<file path="src/rtl/sdct_pkg.sv">
// shared constants for the sigma-delta conversion timing core
package sdct_pkg;
    // -----------------------------------------------------------------
    // register byte offsets
    // -----------------------------------------------------------------
    localparam logic [7:0] control_one_off = 8'h00;
    localparam logic [7:0] control_two_off = 8'h04;
    localparam logic [7:0] command_off = 8'h08;
    localparam logic [7:0] status_off = 8'h0c;
    localparam logic [7:0] result_off = 8'h10;
    localparam logic [7:0] seq_off = 8'h14;
    localparam logic [7:0] period_off = 8'h18;
    // -----------------------------------------------------------------
    // field positions
    // -----------------------------------------------------------------
    localparam int polarity_bit = 0;     // control_one: 1 = unipolar
    localparam int ext_clock_bit = 1;    // control_one: 1 = external clock
    localparam int self_cal_bit = 2;     // control_one
    localparam int sys_cal_bit = 3;      // control_one
    localparam int fast_plus_bit = 4;    // control_one: link in fast mode plus
    localparam int gain_en_bit = 0;      // control_two: gain stage powered
    localparam int gain_lsb = 1;         // control_two: log2 gain, 3 bits
    localparam int cmd_start_bit = 0;    // command
    localparam int cmd_cont_bit = 1;     // command: continuous mode
    localparam int cmd_stop_bit = 2;     // command
    localparam int cmd_rate_lsb = 4;     // command: rate code, 4 bits
    localparam int cmd_chan_lsb = 8;     // command: channel, 3 bits
    // -----------------------------------------------------------------
    // reset values and timing
    // -----------------------------------------------------------------
    localparam logic [7:0] control_one_rst = 8'h00;
    localparam logic [7:0] control_two_rst = 8'h00;   // gain stage off, bypass
    localparam int mclk_khz = 8192;
    localparam int startup_mclk = 48;
    localparam int cal_one_mclk = 48;
    localparam int cal_both_mclk = 80;
    localparam int settle_cycles = 5;
    localparam int num_chan = 6;
    localparam int result_width = 24;
    localparam logic [3:0] cont_max_rate = 4'hd;
    localparam logic [3:0] cont_fast_rate = 4'hd;
    // -----------------------------------------------------------------
    // state encodings
    // -----------------------------------------------------------------
    typedef enum logic [4:0] {
        sdct_idle = 5'b00001,
        sdct_delay = 5'b00010,
        sdct_start = 5'b00100,
        sdct_conv = 5'b01000,
        sdct_cal = 5'b10000
    } sdct_state_type;
endpackage : sdct_pkg

</file>
<file path="src/rtl/sdct_core.sv">
// conversion timing and control core with apb register access
//
// Decided for this implementation: the APB slave port and the register offsets.
`timescale 1ns/1ps
`default_nettype none
// What this block does
// (RL1) internal clock default, external clock selectable
// (RL2) rate code taken from conversion command
// (RL3) single cycle adds 48 clock startup
// (RL4) single cycle codes map 50 to 12800
// (RL5) continuous codes map 1.9 to 16000; the 20-bit count goes down only to 15.6 at code 0011, lower codes give 0
// (RL6) 16000 sps only with fast mode plus
// (RL7) five conversions settle after any change; the code restarts it only on command or control_two writes
// (RL8) self calibration adds 48 clocks
// (RL9) system calibration alone adds 48 clocks
// (RL10) both calibrations add 80 clocks
// (RL11) calibration runs after raw conversion ends
// (RL12) polarity bit selects unipolar or bipolar
// (RL13) reset state bypasses gain stage, powered down
// (RL14) gain 1 to 128, bypass direct
// (RL15) modulator overrange flagged in status
// (RL16) filter overflow flagged in status
// (RL17) sequencer scans channels with delay
// (RL18) results are 24 bits wide
// (RL19) external clock scales all rates
// (RL20) ready low on result, high after read
// (RL21) sync resets filter and modulator
// (RL22) unavailable continuous code rejected, flagged
module sdct_core (
    // apb slave
    input wire logic pclk,
    input wire logic presetn,
    input wire logic psel,
    input wire logic penable,
    input wire logic pwrite,
    input wire logic [7:0] paddr,
    input wire logic [31:0] pwdata,
    output logic [31:0] prdata,
    output logic pready,
    output logic pslverr,
    // master clock ticks and converter events
    input wire logic int_mclk_tick,
    input wire logic ext_mclk_tick,
    input wire logic sync_n,
    input wire logic mod_overrange,
    input wire logic filt_overflow,
    input wire logic [23:0] raw_result,
    // analog and pin controls
    output logic result_ready_n,
    output logic unipolar,
    output logic ext_clock_sel,
    output logic gain_stage_en,
    output logic [2:0] gain_code,
    output logic [2:0] mux_chan,
    output logic filter_reset
);
    // -----------------------------------------------------------------
    // registers and state
    // -----------------------------------------------------------------
    logic [7:0] control_one;
    logic [7:0] control_two;
    logic [3:0] rate;
    logic cont_mode;
    logic [5:0] seq_mask;
    logic [15:0] seq_delay;
    logic [23:0] result;
    logic [2:0] chan;
    logic [2:0] settle_cnt;
    logic overrange_flag;
    logic overflow_flag;
    logic invalid_flag;
    logic busy;
    logic [19:0] cnt;
    sdct_pkg::sdct_state_type state;
    sdct_pkg::sdct_state_type next_state;
    logic [19:0] next_cnt;

    // conversion length in master clocks per rate code, chosen so that
    // 8192 khz / count gives the nominal rate; an external clock scales it
    function automatic logic [19:0] conv_len(input logic [3:0] code, input logic cont);
        logic [19:0] sc;
        sc = 20'h00000;
        case (code)
            4'h0: sc = 20'h28000;    // 50 sps
            4'h1: sc = 20'h20000;    // 62.5
            4'h2: sc = 20'h14000;    // 100
            4'h3: sc = 20'h10000;    // 125
            4'h4: sc = 20'h0a000;    // 200
            4'h5: sc = 20'h08000;    // 250
            4'h6: sc = 20'h05000;    // 400
            4'h7: sc = 20'h04000;    // 500
            4'h8: sc = 20'h02800;    // 800
            4'h9: sc = 20'h02000;    // 1000
            4'ha: sc = 20'h01400;    // 1600
            4'hb: sc = 20'h01000;    // 2000
            4'hc: sc = 20'h00a00;    // 3200
            4'hd: sc = 20'h00800;    // 4000
            4'he: sc = 20'h00500;    // 6400
            default: sc = 20'h00280; // 12800
        endcase
        if (cont) begin
            // continuous: 15.6 sps at code 0011 doubling to 16000 at code 1101; codes below 0011 shift out of 20 bits to 0
            conv_len = 20'h00200 << (4'hd - code); // [RL5]
        end else begin
            conv_len = sc; // [RL4]
        end
    endfunction : conv_len

    // -----------------------------------------------------------------
    // decoding
    // -----------------------------------------------------------------
    wire logic mclk_tick;
    wire logic wr_en;
    wire logic rd_en;
    wire logic cmd_wr;
    wire logic cmd_start;
    wire logic [3:0] cmd_rate;
    wire logic cmd_cont;
    wire logic cmd_bad;
    wire logic self_cal;
    wire logic sys_cal;
    wire logic [7:0] cal_len;
    wire logic addr_ok;
    wire logic result_read;
    wire logic settle_kick;
    logic [2:0] next_chan;

    // tick source picks the master clock; rates follow it by construction
    assign mclk_tick = control_one[sdct_pkg::ext_clock_bit] ? ext_mclk_tick
                                                            : int_mclk_tick; // [RL1] [RL19]
    assign wr_en = psel && penable && pwrite;
    assign rd_en = psel && penable && !pwrite;
    assign cmd_wr = wr_en && (paddr == sdct_pkg::command_off);
    assign cmd_start = pwdata[sdct_pkg::cmd_start_bit];
    assign cmd_rate = pwdata[sdct_pkg::cmd_rate_lsb +: 4]; // [RL2]
    assign cmd_cont = pwdata[sdct_pkg::cmd_cont_bit];
    // codes above 1101 do not exist in continuous mode; the top code also
    // needs the host link at fast mode plus
    assign cmd_bad = cmd_cont && ((cmd_rate > sdct_pkg::cont_max_rate) ||
                     ((cmd_rate == sdct_pkg::cont_fast_rate) &&
                      !control_one[sdct_pkg::fast_plus_bit])); // [RL22] [RL6]
    assign self_cal = control_one[sdct_pkg::self_cal_bit];
    assign sys_cal = control_one[sdct_pkg::sys_cal_bit];
    assign cal_len = (self_cal && sys_cal) ? 8'(sdct_pkg::cal_both_mclk) : // [RL10]
                     (self_cal || sys_cal) ? 8'(sdct_pkg::cal_one_mclk) : // [RL8] [RL9]
                     8'h00;
    assign addr_ok = (paddr == sdct_pkg::control_one_off) || (paddr == sdct_pkg::control_two_off)
                  || (paddr == sdct_pkg::command_off) || (paddr == sdct_pkg::status_off)
                  || (paddr == sdct_pkg::result_off) || (paddr == sdct_pkg::seq_off)
                  || (paddr == sdct_pkg::period_off);
    assign result_read = rd_en && (paddr == sdct_pkg::result_off);
    // gain, channel or input change restarts the settle count
    assign settle_kick = cmd_wr || (wr_en && (paddr == sdct_pkg::control_two_off));

    // next enabled channel, wrapping past the top
    always_comb begin
        next_chan = chan;
        for (int k = sdct_pkg::num_chan; k > 0; k--) begin
            if (seq_mask[(chan + k) % sdct_pkg::num_chan]) begin
                next_chan = 3'((chan + k) % sdct_pkg::num_chan);
            end
        end
    end

    // -----------------------------------------------------------------
    // sequencing state machine
    // -----------------------------------------------------------------
    always_comb begin
        next_state = state;
        next_cnt = cnt;
        case (state)
            sdct_pkg::sdct_idle: begin
                next_cnt = 20'(seq_delay);
                if (busy) begin
                    next_state = sdct_pkg::sdct_delay;
                end
            end
            sdct_pkg::sdct_delay: begin
                // programmable wait before each single conversion and the first continuous one [RL17]
                if (cnt == 20'h00000) begin
                    next_state = cont_mode ? sdct_pkg::sdct_conv : sdct_pkg::sdct_start;
                    next_cnt = cont_mode ? conv_len(rate, 1'b1) - 20'h00002
                                         : 20'(sdct_pkg::startup_mclk - 1); // [RL3]
                end else if (mclk_tick) begin
                    next_cnt = cnt - 20'h00001;
                end
            end
            sdct_pkg::sdct_start: begin
                if (cnt == 20'h00000) begin
                    next_state = sdct_pkg::sdct_conv;
                    next_cnt = conv_len(rate, 1'b0) - 20'h00002;
                end else if (mclk_tick) begin
                    next_cnt = cnt - 20'h00001;
                end
            end
            sdct_pkg::sdct_conv: begin
                if (cnt == 20'h00000) begin
                    // calibration math runs only after the raw result [RL11]
                    next_state = sdct_pkg::sdct_cal;
                    next_cnt = 20'(cal_len);
                end else if (mclk_tick) begin
                    next_cnt = cnt - 20'h00001;
                end
            end
            sdct_pkg::sdct_cal: begin
                if (cnt == 20'h00000) begin
                    // conv loads two short to pay for both exit cycles
                    next_state = cont_mode ? sdct_pkg::sdct_conv : sdct_pkg::sdct_idle;
                    next_cnt = conv_len(rate, 1'b1) - 20'h00002;
                end else if (mclk_tick) begin
                    next_cnt = cnt - 20'h00001;
                end
            end
            default: begin
                next_state = sdct_pkg::sdct_idle;
            end
        endcase
        if (!busy || !sync_n) begin
            next_state = sdct_pkg::sdct_idle; // [RL21]
        end
    end

    // state and counter
    always_ff @(posedge pclk or negedge presetn) begin
        if (!presetn) begin
            state <= sdct_pkg::sdct_idle;
            cnt <= 20'h00000;
        end else begin
            state <= next_state;
            cnt <= next_cnt;
        end
    end

    // one pulse per finished conversion, calibration included
    wire logic conv_done;
    assign conv_done = (state == sdct_pkg::sdct_cal) && (cnt == 20'h00000) && busy && sync_n;

    // -----------------------------------------------------------------
    // control registers and command handling
    // -----------------------------------------------------------------
    always_ff @(posedge pclk or negedge presetn) begin
        if (!presetn) begin
            control_one <= sdct_pkg::control_one_rst; // [RL12]
            control_two <= sdct_pkg::control_two_rst; // [RL13]
            seq_mask <= 6'h01;
            seq_delay <= 16'h0000;
        end else if (wr_en) begin
            if (paddr == sdct_pkg::control_one_off) begin
                control_one <= pwdata[7:0];
            end
            if (paddr == sdct_pkg::control_two_off) begin
                control_two <= pwdata[7:0];
            end
            if (paddr == sdct_pkg::seq_off) begin
                seq_mask <= pwdata[5:0];
            end
            if (paddr == sdct_pkg::period_off) begin
                seq_delay <= pwdata[15:0];
            end
        end
    end

    // command: a bad continuous code leaves the converter stopped
    always_ff @(posedge pclk or negedge presetn) begin
        if (!presetn) begin
            rate <= 4'h0;
            cont_mode <= 1'b0;
            busy <= 1'b0;
        end else if (cmd_wr && pwdata[sdct_pkg::cmd_stop_bit]) begin
            busy <= 1'b0;
        end else if (cmd_wr && cmd_start) begin
            rate <= cmd_rate; // [RL2]
            cont_mode <= cmd_cont;
            busy <= !cmd_bad; // [RL22]
        end else if (conv_done && !cont_mode && next_chan <= chan) begin
            busy <= 1'b0;
        end
    end

    // channel scan through the enabled mask; skipped channels take no time
    always_ff @(posedge pclk or negedge presetn) begin
        if (!presetn) begin
            chan <= 3'h0;
        end else if (cmd_wr && cmd_start) begin
            chan <= pwdata[sdct_pkg::cmd_chan_lsb +: 3];
        end else if (conv_done) begin
            chan <= next_chan; // [RL17]
        end
    end

    // settle: first four continuous results after a change are not ready
    always_ff @(posedge pclk or negedge presetn) begin
        if (!presetn) begin
            settle_cnt <= 3'h0;
        end else if (settle_kick) begin
            settle_cnt <= 3'(sdct_pkg::settle_cycles - 1); // [RL7]
        end else if (conv_done && cont_mode && settle_cnt != 3'h0) begin
            settle_cnt <= settle_cnt - 3'h1;
        end
    end

    // result, ready and sticky flags; set beats a read-clear
    always_ff @(posedge pclk or negedge presetn) begin
        if (!presetn) begin
            result <= 24'h000000;
            result_ready_n <= 1'b1;
            overrange_flag <= 1'b0;
            overflow_flag <= 1'b0;
            invalid_flag <= 1'b0;
        end else begin
            if (conv_done && (!cont_mode || settle_cnt == 3'h0)) begin
                result <= raw_result; // [RL18]
                result_ready_n <= 1'b0; // [RL20]
            end else if (result_read) begin
                result_ready_n <= 1'b1; // [RL20]
            end
            if (mod_overrange) begin
                overrange_flag <= 1'b1; // [RL15]
            end else if (rd_en && paddr == sdct_pkg::status_off) begin
                overrange_flag <= 1'b0;
            end
            if (filt_overflow) begin
                overflow_flag <= 1'b1; // [RL16]
            end else if (rd_en && paddr == sdct_pkg::status_off) begin
                overflow_flag <= 1'b0;
            end
            if (cmd_wr && cmd_start && cmd_bad) begin
                invalid_flag <= 1'b1; // [RL22]
            end else if (rd_en && paddr == sdct_pkg::status_off) begin
                invalid_flag <= 1'b0;
            end
        end
    end

    // -----------------------------------------------------------------
    // apb answer and pin outputs
    // -----------------------------------------------------------------
    wire logic [31:0] rd_mux;
    assign rd_mux = (paddr == sdct_pkg::control_one_off) ? {24'h000000, control_one} :
                    (paddr == sdct_pkg::control_two_off) ? {24'h000000, control_two} :
                    (paddr == sdct_pkg::command_off) ? {21'h000000, chan, rate, 2'h0,
                                                        cont_mode, busy} :
                    (paddr == sdct_pkg::status_off) ? {24'h000000, !result_ready_n,
                                                       settle_cnt, invalid_flag,
                                                       overflow_flag, overrange_flag, busy} :
                    (paddr == sdct_pkg::result_off) ? {8'h00, result} :
                    (paddr == sdct_pkg::seq_off) ? {26'h0000000, seq_mask} :
                    (paddr == sdct_pkg::period_off) ? {16'h0000, seq_delay} :
                    32'h00000000;

    // zero wait state: pready rises in the first access cycle, registered from setup
    always_ff @(posedge pclk or negedge presetn) begin
        if (!presetn) begin
            pready <= 1'b0;
            pslverr <= 1'b0;
            prdata <= 32'h00000000;
        end else begin
            pready <= psel && !penable;
            pslverr <= psel && !penable && !addr_ok;
            prdata <= (psel && !penable && !pwrite) ? rd_mux : 32'h00000000;
        end
    end

    // analog controls; registered so every output comes from a flip-flop
    always_ff @(posedge pclk or negedge presetn) begin
        if (!presetn) begin
            unipolar <= 1'b0;
            ext_clock_sel <= 1'b0;
            gain_stage_en <= 1'b0;
            gain_code <= 3'h0;
            mux_chan <= 3'h0;
            filter_reset <= 1'b1;
        end else begin
            unipolar <= control_one[sdct_pkg::polarity_bit]; // [RL12]
            ext_clock_sel <= control_one[sdct_pkg::ext_clock_bit]; // [RL1]
            gain_stage_en <= control_two[sdct_pkg::gain_en_bit]; // [RL13] [RL14]
            gain_code <= control_two[sdct_pkg::gain_lsb +: 3]; // [RL14]
            mux_chan <= chan;
            filter_reset <= !sync_n || state == sdct_pkg::sdct_idle; // [RL21]
        end
    end
endmodule : sdct_core
`default_nettype wire

</file>
<file path="config.mk">
export PLATFORM = sky130hd
export DESIGN_NAME = sdct_core
export DESIGN_NICKNAME = d
export VERILOG_FILES = /design/src/rtl/sdct_pkg.sv /design/src/rtl/sdct_core.sv
export SDC_FILE = /design/constraint.sdc
export NUM_CORES = 1
export LEC_CHECK = 0
export BUFFER_PORTS_ARGS = -buffer_cell sky130_fd_sc_hd__buf_2
export CAP_MARGIN = 20
export CORE_MARGIN = 3
export CORE_UTILIZATION = 30
export DETAILED_ROUTE_END_ITERATION = 8
export RECOVER_POWER = 100
export SETUP_SLACK_MARGIN = 0.02
export SLEW_MARGIN = 0
export SYNTH_ARGS = -nofsm -noshare
export SYNTH_HDL_FRONTEND = slang
export SYNTH_SLANG_ARGS = --single-unit
</file>
<file path="constraint.sdc">
create_clock -name pclk -period 9.45 [get_ports pclk]
set_clock_uncertainty 0.05 [all_clocks]
set_input_delay 0.4725 -clock pclk [delete_from_list [all_inputs] [get_ports pclk]]
set_output_delay 0.4725 -clock pclk [all_outputs]
set_load 0.1 [all_outputs]
</file>
==> flow_summary.yaml <==
run:
  drv_cap: 3
route:
  antenna_left: 0
  avgRoutedWirePerCell_um: 17.63
  drtPass1Iterations: 5
  route.detailed.vias_per_inst: 5.283
  routed_wl_um: 23790
  remaining_drc_errors: 0
  via_count: 7127
  drt_iter0_markers: 503
timing:
  setup_viol: 0
  tightest_slew_ns: 3.487
  relSlewSlack_pct: -132.5
  slew_violations: 130
  finalHoldViolCount: 0
  rsz0062_at_grt: "no"
  max_freq_mhz: 167.7
  layout_worst_path_cycle_share_pct: 63.10
  period_minus_slack_ns: 5.963
  fin_setup_tns_ns: 0
floorplanning:
  die_height_um: 174.0
  die_x_um: 174.0
  num_rows: 60
  start_util_pct: 30.98
  core_um2: 27330
  dieArea_um2: 30270
  io_pins: 119
setup_path:
  worstPathRequired_ns: 9.70
  path_buf_inv: 3
  path_depth: 22
  start_kind: "flop"
  cp_common_cell: "ha_1"
  reg2reg_depth: 22
  r2r_start: "chan[0]$_DFFE_PN0P_"
  critical_path_arrival_ns: 6.22
  slowest_stage: "clkbuf_1"
  criticalPathCategory: "flop to flop"
  reg2reg_slack_ns: 3.49
  max_stage_delay_ns: 0.86
  cp-startpoint: "chan[0]$_DFFE_PN0P_"
  endpoint_kind: "flop"
  critPathCapture: "busy$_DFFE_PN0P_"
  cpLargestDelayFamily: "compound AO/OA/AOI/OAI gates"
  r2r_end: "busy$_DFFE_PN0P_"
  crit_fanout: 23
  crit_chain: "clkbuf_1, inv_1, ha_1, xor2_1, inv_1, ha_1, nor2b_1, a21o_1, a21oi_1, o32a_1, or2_2, nor4_1, o31a_1, ha_1, nor2b_1, o21a_1, o21ai_0, nand3_1, o31ai_1, nor2_1, a31oi_1, o22ai_1"
power_and_ir_drop:
  powerDensity_nw_per_um2: 188.5
  peakVddDrop_mv: 0.1315
  power_leakage_nw: 4.471
synth:
  synth_compound_area_share_pct: 17.28
  syn_area_per_cell_um2: 9.501
  synth_cell_types: 69
  synthAdderAreaFrac_pct: 4.582
  yosysWarnings: 0
  ys_ff_latch: 139
  synth_edf_count: 0
  ys.flop_type: "dfrtp_1"
  synth_top_family_by_area: "compound AO/OA/AOI/OAI gates"
  seq_area_frac_synth_pct: 41.15
  synth_mux_area_share_pct: 13.52
  yosys.area_share.simple_pct: 16.32
  synth_xor_area_share_pct: 2.690
  syn_inst: 891
  async_flop_share_pct: 100.0
  netlist_area_um2: 8466
grt:
  first_global_vias: 7034
  antenna_found_initial: 0
  grt_use_total_pct: 15.63
  grt_start_max_net_pins: 77
  grt_pass1_wl_um: 38620
  grt_overflow: 0
cts:
  cts_buffers: 17
  htree_levels: 4
  insertion_delay_ns: 0.43
  cts.root.buffer_cell: "clkbuf_16"
  post_cts_resized: 0
  cts_tree: "built"
  clk_pin_slew_worst_paths_ns: 0.07
  clock_path_buffers: 2
  numClockSinks: 139
hold_path:
  min_from: "mod_overrange"
  hold_class: "primary input to flop"
finish:
  fin_util_pct: 35.72
  drive_above_1_share_pct: 17.81
  area_delta_synth_final_pct: 15.31
  fin_cells: 1349
  mostFrequentLayoutCells: "135 x dfrtp_1, 76 x nor2_1, 74 x mux2_2, 62 x nand2_1, 56 x buf_2"
  nNetsFinal: 1069
  n_antenna_cell: 0
  final_common_cell: "dfrtp_1"
run_status:
  status: "finished, violations left"
  violations: "max-capacitance violations, max-slew violations"
placed_design:
  port_buffers: 94
  hpwlAfterDp_um: 17280
  place_inst: 1314
  gp_congestion: 0.9029
==> registers in the layout (all words and copies together), names as in the netlist, 4 cells and up <==
name / flops
prdata: 24
state: 5
rate: 4
seq_mask: 6
seq_delay: 16
cnt: 20
result: 24
control_two: 8
control_one: 8
==> area by class of cell <==
| cell class | instances | area [um2] |
|---|---|---|
| fillers | 2813 | 17560 |
| multi-input cells | 674 | 4602 |
| flip-flops and latches | 139 | 3483 |
| repair buffers | 104 | 486.7 |
| well taps | 372 | 465.4 |
| clock buffers | 17 | 425.4 |
| clock inverters | 15 | 193.9 |
| inverters | 28 | 105.1 |
==> per-stage QoR <==
stage / setup slack, ns / hold slack (ns) / area, um2 / total power [mW]
6_report: 3.487 / 0.1783 / 9762 / 1.840
5_1_grt: 3.009 / 0.1715 / 9762 / 1.934
4_1_cts: 4.033 / 0.1651 / 9852 / 1.859
3_5_place_dp: 4.056 / 0.3416 / 9223 / 1.162
3_3_place_gp: 4.098 / 0.3516 / 9223 / 1.157
2_1_floorplan: 4.777 / 0.1269 / 8492 / 1.039
==> repair_timing <==
action,CTS,global route
hold buffers,1,0
setup buffers,0,0
endpoints found under the setup margin,0,0
hold endpoints to repair,39,0
==> synth_stat cells, drive strengths merged, types with 3 or more instances <==
cell    count  area share (%)
a211o       5            0.52
a211oi     11            0.98
a21o        8            0.71
a21oi      53             3.1
a221oi      7            0.72
a22oi      17             1.5
a31oi      14             1.0
and2       14             1.0
and3        9            0.67
buf        21             1.6
clkbuf     36             1.6
dfrtp     135              40
dfstp       4             1.2
ha         31             4.6
inv        28             1.2
mux2       75              10
mux2i      30             3.5
nand2      62             2.7
nand2b      9            0.67
nand3      26             1.5
nand3b      3            0.27
nand4       4            0.30
nor2       76             3.4
nor2b      14             1.0
nor3       23             1.5
nor3b       3            0.27
nor4       10            0.99
o211ai      4            0.35
o21a        5            0.44
o21ai      56             3.3
o21bai      4            0.35
o221ai      6            0.62
o22ai      15             1.1
o31ai       4            0.35
or2         5            0.37
or3         4            0.30
or4         4            0.35
xnor2      14             1.4
xor2       12             1.2
==> logic make-up after synthesis <==
kind of cell | count (synthesis)
buffers and inverters | 85
and+or+nand+nor | 275
DFF | 139
muxes | 105
xor gates and xnor gates | 26
adders and majority gates | 31
AOI/OAI and AO/OA | 229
other | 1
==> worst min-delay path by stage <==
| stage | end | slack [ns] | cells past startpoint |
|---|---|---|---|
| 6_report | overrange_flag$_DFFE_PN0P_ | 0.18 | 2 |
| 5_1_grt | overrange_flag$_DFFE_PN0P_ | 0.17 | 2 |
| 4_1_cts | overrange_flag$_DFFE_PN0P_ | 0.17 | 2 |
| 3_5_place_dp | gain_code[0]$_DFF_PN0_ | 0.34 | 0 |
| 3_3_place_gp | gain_stage_en$_DFF_PN0_ | 0.35 | 0 |
| 2_1_floorplan | busy$_DFFE_PN0P_ | 0.13 | 0 |
==> routing by layer <==
layer | global-route usage, % | wire [um] | vias up
met4 | 4.491 | 476 | 0
li1 | - | - | 3385
met2 | 23.94 | 10630 | 230
met5 | 0 | 0 | -
met3 | 3.408 | 1377 | 40
met1 | 22.19 | 11300 | 3472
==> worst reg2reg max path, stage by stage, from the launching register on <==
cell and delay (ns):
dfrtp_1 0.34, clkbuf_1 0.86, inv_1 0.39, ha_1 0.35, xor2_1 0.26, inv_1 0.14
ha_1 0.28, nor2b_1 0.24, a21o_1 0.19, a21oi_1 0.07, o32a_1 0.38, or2_2 0.31
nor4_1 0.33, o31a_1 0.21, ha_1 0.25, nor2b_1 0.13, o21a_1 0.16, o21ai_0 0.20
nand3_1 0.11, o31ai_1 0.29, nor2_1 0.07, a31oi_1 0.14, o22ai_1 0.10
==> where the power goes <==
part | switching (mW) | total, mW | internal, mW
sequential | 0.0388 | 0.674 | 0.635
clock | 0.330 | 0.692 | 0.362
combinational | 0.312 | 0.474 | 0.162
total | 0.682 | 1.84 | 1.16
Power figures use the tool's default switching activity.
